--- src/trip_pkg.sv ---
package trip_pkg;

  // Clock rate and millisecond base for the pulse timer.
  localparam int CLK_HZ = 100_000_000;
  localparam int TICK_MS = 1;
  localparam int MS_CYCLES = CLK_HZ / 1000 * TICK_MS;
  localparam int CNT_W = 17;

  // Register map, byte addresses on the AXI4-Lite slave.
  localparam int ADDR_W = 8;
  localparam logic [7:0] CTRL_ADDR = 8'h00;
  localparam logic [7:0] PULSE_ADDR = 8'h04;
  localparam logic [7:0] CLEAR_ADDR = 8'h08;
  localparam logic [7:0] STATUS_ADDR = 8'h0C;

  // Field positions.
  localparam int CTRL_OP_BIT = 0;
  localparam int CTRL_MODE_LSB = 1;
  localparam int CLR_LOCAL_BIT = 0;
  localparam int CLR_REMOTE_BIT = 1;
  localparam int STAT_TRIP_BIT = 0;
  localparam int STAT_LOCK_BIT = 1;
  localparam int STAT_LATCH_BIT = 2;
  localparam int STAT_TIMER_BIT = 3;
  localparam int STAT_INHIBIT_BIT = 4;
  localparam int STAT_REQ_BIT = 5;

  // Trip output modes as software writes them.
  localparam logic [1:0] MODE_NON_LATCHED = 2'h1;
  localparam logic [1:0] MODE_LATCHED = 2'h2;
  localparam logic [1:0] MODE_LOCKOUT = 2'h3;

  // Reset values and limits.
  localparam logic OP_RESET = 1'b1;
  localparam logic [1:0] MODE_RESET = MODE_NON_LATCHED;
  localparam logic [15:0] PULSE_RESET = 16'h00FA;
  localparam logic [15:0] PULSE_MAX = 16'hEA60;

  localparam logic [1:0] RESP_OKAY = 2'h0;
  localparam logic [1:0] RESP_SLVERR = 2'h2;

  typedef struct packed {
    logic awvalid;
    logic [ADDR_W-1:0] awaddr;
    logic [2:0] awprot;
    logic wvalid;
    logic [31:0] wdata;
    logic [3:0] wstrb;
    logic bready;
    logic arvalid;
    logic [ADDR_W-1:0] araddr;
    logic [2:0] arprot;
    logic rready;
  } axi_req_type;

  typedef struct packed {
    logic awready;
    logic wready;
    logic bvalid;
    logic [1:0] bresp;
    logic arready;
    logic rvalid;
    logic [31:0] rdata;
    logic [1:0] rresp;
  } axi_rsp_type;

  typedef struct packed {
    logic op;
    logic [1:0] mode;
    logic [15:0] pulse_ms;
    logic [15:0] cnt;
    logic req_q;
    logic latch;
    logic lockout;
    logic trip;
    logic lock_out;
    logic aw_have;
    logic [ADDR_W-1:0] awaddr;
    logic w_have;
    logic [31:0] wdata;
    logic [3:0] wstrb;
    axi_rsp_type rsp;
  } trip_state_type;

  typedef struct packed {
    logic [CNT_W-1:0] count;
    logic tick;
  } tick_state_type;

  localparam trip_state_type STATE_RESET = '{
    op: OP_RESET, mode: MODE_RESET, pulse_ms: PULSE_RESET, default: '0};

endpackage
--- src/master_trip_handler.sv ---
// Decided for this implementation: the placing of the registers and register access over AXI4-Lite.
`timescale 1ns/10ps
`default_nettype none

module master_trip_handler #(
  parameter int MS_CYCLES = trip_pkg::MS_CYCLES
) (
  input wire logic clk,
  input wire logic srst,
  input wire trip_pkg::axi_req_type axi_req,
  output trip_pkg::axi_rsp_type axi_rsp,
  input wire logic trip_request_in,
  input wire logic inhibit_in,
  input wire logic lockout_clear_in,
  output logic trip_out,
  output logic lockout_out
);

  trip_pkg::trip_state_type st_q;
  trip_pkg::trip_state_type st_d;

  logic wr_fire;
  logic local_clr;
  logic remote_clr;
  logic restart;
  logic tick;
  logic rise;
  logic active;
  logic [15:0] pulse_new;

  // A write is performed once both address and data are held and the old response is gone.
  assign wr_fire = st_q.aw_have && st_q.w_have && !st_q.rsp.bvalid;
  assign local_clr = wr_fire && st_q.awaddr == trip_pkg::CLEAR_ADDR && st_q.wstrb[0] &&
                     st_q.wdata[trip_pkg::CLR_LOCAL_BIT];
  assign remote_clr = wr_fire && st_q.awaddr == trip_pkg::CLEAR_ADDR && st_q.wstrb[0] &&
                      st_q.wdata[trip_pkg::CLR_REMOTE_BIT];
  // The request comes from logic on this clock, so it is used without synchronisers.
  assign rise = trip_request_in && !st_q.req_q;
  assign active = st_q.op && !inhibit_in;

  trip_ms_tick #(
    .CYCLES(MS_CYCLES)
  ) u_tick (
    .clk(clk),
    .srst(srst),
    .restart(restart),
    .tick(tick)
  );

  always_comb begin
    st_d = st_q;
    restart = 1'b0;
    pulse_new = st_q.pulse_ms;
    st_d.req_q = trip_request_in;

    // Write channel capture; address and data may come in either order.
    if (axi_req.awvalid && st_q.rsp.awready) begin
      st_d.aw_have = 1'b1;
      st_d.awaddr = axi_req.awaddr;
    end
    if (axi_req.wvalid && st_q.rsp.wready) begin
      st_d.w_have = 1'b1;
      st_d.wdata = axi_req.wdata;
      st_d.wstrb = axi_req.wstrb;
    end
    if (axi_req.bready && st_q.rsp.bvalid) begin
      st_d.rsp.bvalid = 1'b0;
    end
    if (wr_fire) begin
      st_d.aw_have = 1'b0;
      st_d.w_have = 1'b0;
      st_d.rsp.bvalid = 1'b1;
      st_d.rsp.bresp = trip_pkg::RESP_OKAY;
      case (st_q.awaddr)
        trip_pkg::CTRL_ADDR: begin
          if (st_q.wstrb[0]) begin
            st_d.op = st_q.wdata[trip_pkg::CTRL_OP_BIT];
            st_d.mode = st_q.wdata[trip_pkg::CTRL_MODE_LSB +: 2];
          end
        end
        trip_pkg::PULSE_ADDR: begin
          if (st_q.wstrb[0]) begin
            pulse_new[7:0] = st_q.wdata[7:0];
          end
          if (st_q.wstrb[1]) begin
            pulse_new[15:8] = st_q.wdata[15:8];
          end
          // Values past the top of the range are clamped rather than refused.
          if (pulse_new > trip_pkg::PULSE_MAX) begin
            pulse_new = trip_pkg::PULSE_MAX;
          end
          st_d.pulse_ms = pulse_new;
        end
        trip_pkg::CLEAR_ADDR: begin
        end
        trip_pkg::STATUS_ADDR: begin
        end
        default: begin
          st_d.rsp.bresp = trip_pkg::RESP_SLVERR;
        end
      endcase
    end
    // Ready stays low while a response is pending, so a second write cannot overtake the first.
    st_d.rsp.awready = !st_d.aw_have && !st_d.rsp.bvalid;
    st_d.rsp.wready = !st_d.w_have && !st_d.rsp.bvalid;

    // Read channel: one read at a time, answered the cycle after the address is taken.
    if (axi_req.rready && st_q.rsp.rvalid) begin
      st_d.rsp.rvalid = 1'b0;
    end
    if (axi_req.arvalid && st_q.rsp.arready) begin
      st_d.rsp.rvalid = 1'b1;
      st_d.rsp.rresp = trip_pkg::RESP_OKAY;
      st_d.rsp.rdata = '0;
      case (axi_req.araddr)
        trip_pkg::CTRL_ADDR: begin
          st_d.rsp.rdata[trip_pkg::CTRL_OP_BIT] = st_q.op;
          st_d.rsp.rdata[trip_pkg::CTRL_MODE_LSB +: 2] = st_q.mode;
        end
        trip_pkg::PULSE_ADDR: begin
          st_d.rsp.rdata[15:0] = st_q.pulse_ms;
        end
        trip_pkg::CLEAR_ADDR: begin
        end
        trip_pkg::STATUS_ADDR: begin
          // The live inputs are shown so that software can see what the outputs hide.
          st_d.rsp.rdata[trip_pkg::STAT_TRIP_BIT] = st_q.trip;
          st_d.rsp.rdata[trip_pkg::STAT_LOCK_BIT] = st_q.lock_out;
          st_d.rsp.rdata[trip_pkg::STAT_LATCH_BIT] = st_q.latch;
          st_d.rsp.rdata[trip_pkg::STAT_TIMER_BIT] = st_q.cnt != '0;
          st_d.rsp.rdata[trip_pkg::STAT_INHIBIT_BIT] = inhibit_in;
          st_d.rsp.rdata[trip_pkg::STAT_REQ_BIT] = trip_request_in;
        end
        default: begin
          st_d.rsp.rresp = trip_pkg::RESP_SLVERR;
        end
      endcase
    end
    st_d.rsp.arready = !st_d.rsp.rvalid;

    // Trip handling. In every mode a new request wins over a clear in the same cycle.
    if (!st_q.op) begin
      st_d.latch = 1'b0;
      st_d.lockout = 1'b0;
      st_d.cnt = '0;
    end else if (inhibit_in) begin
      // Held latches survive an inhibit; the outputs are blocked and the timer is cleared, and latch and lockout are neither set nor cleared.
      st_d.cnt = '0;
    end else begin
      case (st_q.mode)
        trip_pkg::MODE_LATCHED: begin
          st_d.cnt = '0;
          st_d.lockout = 1'b0;
          if (local_clr || lockout_clear_in || remote_clr) begin
            st_d.latch = 1'b0;
          end
          if (trip_request_in) begin
            st_d.latch = 1'b1;
          end
        end
        trip_pkg::MODE_LOCKOUT: begin
          st_d.cnt = '0;
          if (local_clr || lockout_clear_in) begin
            st_d.latch = 1'b0;
            st_d.lockout = 1'b0;
          end
          if (trip_request_in) begin
            st_d.latch = 1'b1;
            st_d.lockout = 1'b1;
          end
        end
        default: begin
          st_d.latch = 1'b0;
          st_d.lockout = 1'b0;
          if (rise) begin
            st_d.cnt = st_q.pulse_ms;
            restart = 1'b1;
          end else if (tick && st_q.cnt != '0) begin
            st_d.cnt = st_q.cnt - 16'h0001;
          end
        end
      endcase
    end

    // Outputs follow the next state, so each one changes one edge after its cause.
    if (st_q.mode == trip_pkg::MODE_LATCHED || st_q.mode == trip_pkg::MODE_LOCKOUT) begin
      st_d.trip = active && st_d.latch;
    end else begin
      st_d.trip = active && (trip_request_in || st_d.cnt != '0);
    end
    st_d.lock_out = active && st_d.lockout;
  end

  always_ff @(posedge clk) begin
    if (srst) begin
      st_q <= trip_pkg::STATE_RESET;
    end else begin
      st_q <= st_d;
    end
  end

  assign axi_rsp = st_q.rsp;
  assign trip_out = st_q.trip;
  assign lockout_out = st_q.lock_out;

  logic nl_run;
  assign nl_run = active && st_q.mode == trip_pkg::MODE_NON_LATCHED;
endmodule

`default_nettype wire

--- src/trip_ms_tick.sv ---
`timescale 1ns/10ps
`default_nettype none

module trip_ms_tick #(
  parameter int CYCLES = trip_pkg::MS_CYCLES
) (
  input wire logic clk,
  input wire logic srst,
  input wire logic restart,
  output logic tick
);

  localparam logic [trip_pkg::CNT_W-1:0] LAST = (trip_pkg::CNT_W)'(CYCLES - 1);

  trip_pkg::tick_state_type st_q;
  trip_pkg::tick_state_type st_d;

  // A restart realigns the divider so that a fresh pulse always gets whole milliseconds.
  always_comb begin
    st_d = st_q;
    st_d.tick = 1'b0;
    if (restart || st_q.count == LAST) begin
      st_d.count = '0;
    end else begin
      st_d.count = st_q.count + 1'b1;
    end
    if (!restart && st_q.count == LAST) begin
      st_d.tick = 1'b1;
    end
  end

  always_ff @(posedge clk) begin
    if (srst) begin
      st_q <= '0;
    end else begin
      st_q <= st_d;
    end
  end

  assign tick = st_q.tick;
endmodule

`default_nettype wire

--- config.mk ---
export PLATFORM = sky130hd
export DESIGN_NAME = master_trip_handler
export DESIGN_NICKNAME = d
export VERILOG_FILES = /design/src/trip_pkg.sv /design/src/master_trip_handler.sv /design/src/trip_ms_tick.sv
export SDC_FILE = /design/constraint.sdc
export NUM_CORES = 1
export LEC_CHECK = 0
export ABC_AREA = 1
export BUFFER_PORTS_ARGS = -buffer_cell sky130_fd_sc_hd__buf_2
export CAP_MARGIN = 15
export CORE_ASPECT_RATIO = 0.75
export CORE_UTILIZATION = 59
export DETAILED_ROUTE_END_ITERATION = 8
export PLACE_DENSITY = 0.85
export SKIP_LAST_GASP = 1
export SYNTH_ARGS = -nofsm -noshare
export SYNTH_HDL_FRONTEND = slang
export SYNTH_SLANG_ARGS = --single-unit
--- constraint.sdc ---
create_clock -name clk -period 2.5 [get_ports clk]
set_input_delay 0.125 -clock clk [delete_from_list [all_inputs] [get_ports clk]]
set_output_delay 0.125 -clock clk [all_outputs]
set_load 0.02 [all_outputs]
# Word-level counts from Yosys, hierarchy flattened
# Cells that the tools add are included.
# totals
elab_cells	117
inputBits	68
reg_bits	129
# classes
n_eq_ne	9
mux	38
add_sub_neg	2
n_lt_le_gt_ge	1
n_reduce_logical	43
# op_table
cell	n
16-bit 2-to-1 mux	6
8-bit 2-to-1 mux	6
37-bit 2-to-1 mux	1
35-bit 2-to-1 mux	1
8-bit by 4-bit == test with 1-bit output (second input constant)	4
16-bit nonzero test	2
1-bit logical AND	20
17-bit by 1-bit adder with 17-bit output (second input constant)	1
17-bit == test (second input constant)	1
8-bit by 3-bit == test with 1-bit output (second input constant)	2
16-bit greater-than comparator (second input constant)	1
8-bit zero test	2
16-bit by 1-bit subtractor with 16-bit output (second input constant)	1
1-bit 2-to-1 mux	12
2-bit 2-to-1 mux	6
10-bit 2-to-1 mux	1
9-bit 2-to-1 mux	1
3-bit case mux with 3 select lines	1
1-bit zero test	8
4-bit OR reduction	2
3-bit case mux with 2 select lines	1
1-bit logical OR	5
2-bit == test (second input constant)	2
2-bit case mux with 2 select lines	1
4 further kinds	5

# Depth between registers and ports, before layout
# depth
ltp_word	14
mapped_depth	16

# Cells and area by module
# A second synthesis with hierarchy kept.
# unflattened
hier_cells	880
hier_area_um2	5849.4
# by_module_without_submodules
mod	area_each_um2	instances	seq_area_each_um2	cells_each
master_trip_handler	4908.5	1	1821.7	739
trip_ms_tick	940.9	1	360.3	141

# Worst setup path after synthesis
# Ideal clock, no wire load.
# synth_timing
path_kind	flip-flop to flip-flop
start	register st_q[92] (netlist bit)
end	register st_q, in the netlist trip_out
t_arrival_ns	1.585
n_path_buf	0
stages_incl_launch_ff	15
setup_slack_ns	0.803
cell_sequence	dfxtp_1 -> inv_1 -> ha_1 -> nand2_1 -> nor2_2 -> a21boi_1 -> nand2_1 -> nand2_1 -> nand2_1 -> nand2_1 -> nand2_1 -> nor2_1 -> nand2_1 -> nor2_1 -> nor2_1
# synth_via
elab_chain_cells	11
elab_cells_between_ends	12
cone_classes	add/sub: 1; mux: 6; reduce/logical: 5
# synth_lines
element	line_no	source
start: declaration	master_trip_handler.sv:19	trip_pkg::trip_state_type st_q;
start signal: assignment	master_trip_handler.sv:196	st_q <= trip_pkg::STATE_RESET;
start signal: assignment	master_trip_handler.sv:198	st_q <= st_d;
parallel branches: the longest is 2 deep, another holds 16-bit by 1-bit subtractor with 16-bit output	--	
16-bit 2-to-1 mux *	master_trip_handler.sv:178	end else if (tick && st_q.cnt != '0) begin
16-bit 2-to-1 mux *	master_trip_handler.sv:175	if (rise) begin
16-bit 2-to-1 mux *	master_trip_handler.sv:150	case (st_q.mode)
16-bit 2-to-1 mux *	master_trip_handler.sv:146	end else if (inhibit_in) begin
16-bit 2-to-1 mux *	master_trip_handler.sv:142	if (!st_q.op) begin
16-bit nonzero test *	master_trip_handler.sv:189	st_d.trip = active && (trip_request_in || st_d.cnt != '0);
1-bit logical OR *	master_trip_handler.sv:189	
1-bit logical AND *	master_trip_handler.sv:189	
1-bit 2-to-1 mux *	master_trip_handler.sv:186	if (st_q.mode == trip_pkg::MODE_LATCHED || st_q.mode == trip_pkg::MODE_LOCKOUT) begin
# Mark *: on every way between the ends.
# A chain may end at the register's enable or synchronous reset.

# Worst setup path after layout
# layout_timing
start	register st_q[42] (netlist bit)
end	register st_q[111] (netlist bit)
# layout_via
elab_chain_cells	5
# layout_lines
element	line_no	source
8-bit 2-to-1 mux	master_trip_handler.sv:85	if (st_q.wstrb[1]) begin
8-bit 2-to-1 mux	master_trip_handler.sv:74	case (st_q.awaddr)
8-bit 2-to-1 mux	master_trip_handler.sv:69	if (wr_fire) begin
16-bit greater-than comparator	master_trip_handler.sv:89	if (pulse_new > trip_pkg::PULSE_MAX) begin
16-bit 2-to-1 mux	master_trip_handler.sv:89	
# No other way between the ends. The select of a mux whose other input is x is not followed.

==> summary.md <==
| Metric | Value |
|---|---|
| Number of global-route vias before repair | between 4000 and 5000 |
| Post-cts hold buffer count | 0 |
| VDD IR max | about 520 uV |
| Die Width | between 100 and 150 um |
| Core area | about 0.009 mm2 |
| CP Class | flip-flop to flip-flop |
| IO Pins | 111 |
| Pre-CTS setup slack | between 0.4 and 0.5 ns |
| Startpoint types | flip-flop |
| # fillers | roughly 850 |
| CTS resizes | 0 |
| Rel. slew slack | 0.6219 |
| Largest net degree at the start of global routing | 60 |
| Post-Synthesis Cells | between 800 and 900 |
| Critical path peak fanout | 17 |
| CTS tree | built |
| Vias | around 5300 |
| RSZ-0062 raised after global routing | false |
| Worst path arrival time | 2.27 ns |
| Post-DR vias/cell | approximately 5.2 |
| Hold crit path type | input pin to flip-flop |
| Cell variety after synth | 40 |
| Clk_skew | about 0.006 ns |
| Worst path required time | approximately 2.7 ns |
| Period minus WS final | between 2 and 2.5 ns |
| IO Port Bufs | 68 |
| Setup TNS Final | 0 ns |
| Ys Warns | 0 |
| Antenna viol nets, final | 0 |
| Initial antenna violation count | 0 |
| HPWL after DPL | roughly 9.2 mm |
| Crit share post-route | 0.8250 |
| Row count | 30 |
| Syn-to-layout area delta | 8.401% |
| Final instance area | ~0.006 mm2 |
| Pleak | about 2.8 nW |
| Worst r2r dst | st_q[111]$_SDFFE_PP1P_ |
| Synth Area per Inst | around 6.7 um2 |
| DRC viols | 0 |
| Max Cap Viol | 0 |
| Net count, final | 939 |
| Worst Setup End Kind | flip-flop |
| Root buffer cell | clkbuf_16 |
| Pwr dens | 620.8 mW/mm2 |
| Syn Std Cell Area | 0.005585 mm2 |
| Clock insertion delay at the later pin of the skew report | about 0.35 ns |
| Status | completed |
| Commonest non-fill, non-tap cell in the layout | nand2_1 |
| Top-area cell type share of the netlist area | 0.3907 |
| Worst-Margin Slew | 0.5664 ns |
| Slew Limit Fails | 0 |
| CP Launch Point | st_q[42]$_SDFFE_PP0P_ |
| Sequential share of the synthesized area | 0.3907 |
| CTS buffer count | 9 |
| Placed cell area | approximately 0.0058 mm2 |
| Endpoints failing setup | 0 |
| WL/cell | about 12 um |
| Post-synth top area cell | dfxtp_1 |
| Post-CTS Setup Bufs | 0 |
| Full die area | a little under 0.01 mm2 |
| Diodes inserted | 0 |
| Starting Density | 0.6123 |
| Post-route setup slack | ~0.44 ns |
| Global-route wire length before repair | roughly 21 mm |
| Most frequent cells in the layout | 175 x nand2_1, 132 x nor2_1, 109 x dfxtp_1 |
| Clock Tree Buf Depth | 2 |
| Final GP Congestion | a little over 0.9 |
| Yosys reg bits | ~110 |
| Fmax achieved | slightly below 500 MHz |
| Final Hold Violating Endpoints | 0 |
| R2r startpoint | st_q[42]$_SDFFE_PP0P_ |
| Largest cells by area after synthesis | dfxtp_1 39%, nand2_1 12%, nor2_1 8.9% |
| 1st-iter DRT viols | approximately 430 |
| CTS H-tree lvls | 3 |
| Share of layout cells above drive strength 1 | 0.1249 |
| CP endpoint | st_q[111]$_SDFFE_PP1P_ |
| Total gr overflow | 0 |
| Sink Count | 109 |
| Register-to-register setup slack | 0.44 ns |
| Cells on worst reg2reg path | 7 |
| Chip height | 86.26 um |
| First-pass detailed-route iteration total | 5 |
| Routed WL | ~12 mm |
| CTS clk-pin slew, worst paths | ~0.070 ns |
| Total Routing Usage GR | 0.2646 |
-- power by group --
part | switching (mW) | internal [mW] | leakage [nW]
logic | 0.337 | 0.166 | 1.78
registers | 0.0490 | 1.81 | 0.889
clock network | 0.621 | 0.779 | 0.136
-- flip-flops by register name (all words and copies together), names as in the netlist --
signal	count
st_q	66
axi_rsp	23
u_tick.st_q	17
lockout_out	1
trip_out	1
u_tick.tick	1
-- worst min-delay path by stage --
stage,start,to,slack (ns),cells after the start
final,axi_req[54],st_q[78]$_SDFFE_PP0P_,0.03,3
after global placement,axi_req[60],st_q[84]$_SDFFE_PP0P_,0.38,3
after global routing,axi_req[30],st_q[57]$_SDFFE_PP0P_,0.05,3
after detailed placement,axi_req[54],st_q[78]$_SDFFE_PP0P_,0.39,3
after floorplan,axi_req[15],st_q[42]$_SDFFE_PP0P_,0.29,2
after CTS,axi_req[54],st_q[78]$_SDFFE_PP0P_,0.02,3
-- final cells by class --
| class | count | area [um2] | area share |
|---|---|---|---|
| multi-input combinational | 572 | 2634 | 0.4350 |
| sequential | 109 | 2182 | 0.3604 |
| timing repair buffer | 79 | 422.9 | 0.06985 |
| inverter | 97 | 364.1 | 0.06014 |
| clock buffer | 11 | 232.7 | 0.03844 |
| tap | 128 | 160.2 | 0.02645 |
| clock inverter | 5 | 58.81 | 0.009713 |
-- per-layer routing --
metal | vias up | global-route usage | share of wire
met3 | 24 | 0.04965 | 0.085
met1 | 2350 | 0.3814 | 0.48
met4 | 0 | 0.07674 | 0.016
li1 | 2684 | - | -
met2 | 197 | 0.4039 | 0.42
met5 | - | 0 | 0
-- through the flow --
stage	power (mW)	hold WS, ns	std cells	utilization
2_1_floorplan	2.305	0.2917	851	-
3_5_place_dp	2.391	0.3854	985	0.6318
5_1_grt	3.918	0.05369	1001	0.6638
6_report	3.759	0.02554	1001	0.6638
4_1_cts	3.772	0.02325	1001	0.6638
3_3_place_gp	2.379	0.3791	985	0.6318
-- cells in the mapped netlist (all sizes together) --
| library cell | instances |
|---|---|
| nand2 | 178 |
| nor2 | 136 |
| dfxtp | 109 |
| inv | 95 |
| o21ai | 75 |
| a21oi | 61 |
| buf | 53 |
| nand3 | 45 |
| clkbuf | 20 |
| nor3 | 11 |
| nand4 | 8 |
| o211ai | 8 |
| xor2 | 6 |
| nor3b | 4 |
| nor4 | 4 |
| ha | 3 |
| o221ai | 3 |
| a31oi | 2 |
| clkinv | 2 |
| nand3b | 2 |
| or2 | 2 |
| a211oi | 1 |
| a21boi | 1 |
| a221oi | 1 |
| a22oi | 1 |
| conb | 1 |
| o21a | 1 |
| o41ai | 1 |
-- critical path: stages, from the launching register on --
cell,delay [ns]
dfxtp_1,0.66
a21oi_1,0.19
or2_1,0.24
nand3b_1,0.18
o211ai_2,0.17
nand2_1,0.25
nand3_1,0.14
o211ai_1,0.09
-- logic make-up after synthesis --
logic type               count (synthesis)  share of synthesized area
AND/OR/NAND/NOR                        390                     0.2917
buffers and inverters                  170                     0.1492
AO/OA/AOI/OAI                          155                     0.1517
flip-flops                             109                     0.3907
XOR/XNOR                                 6                   0.009409
adder cells (fa/ha/maj)                  3                   0.006721
other                                    1                  0.0006714
No activity file was read; power rests on OpenSTA's default activity.
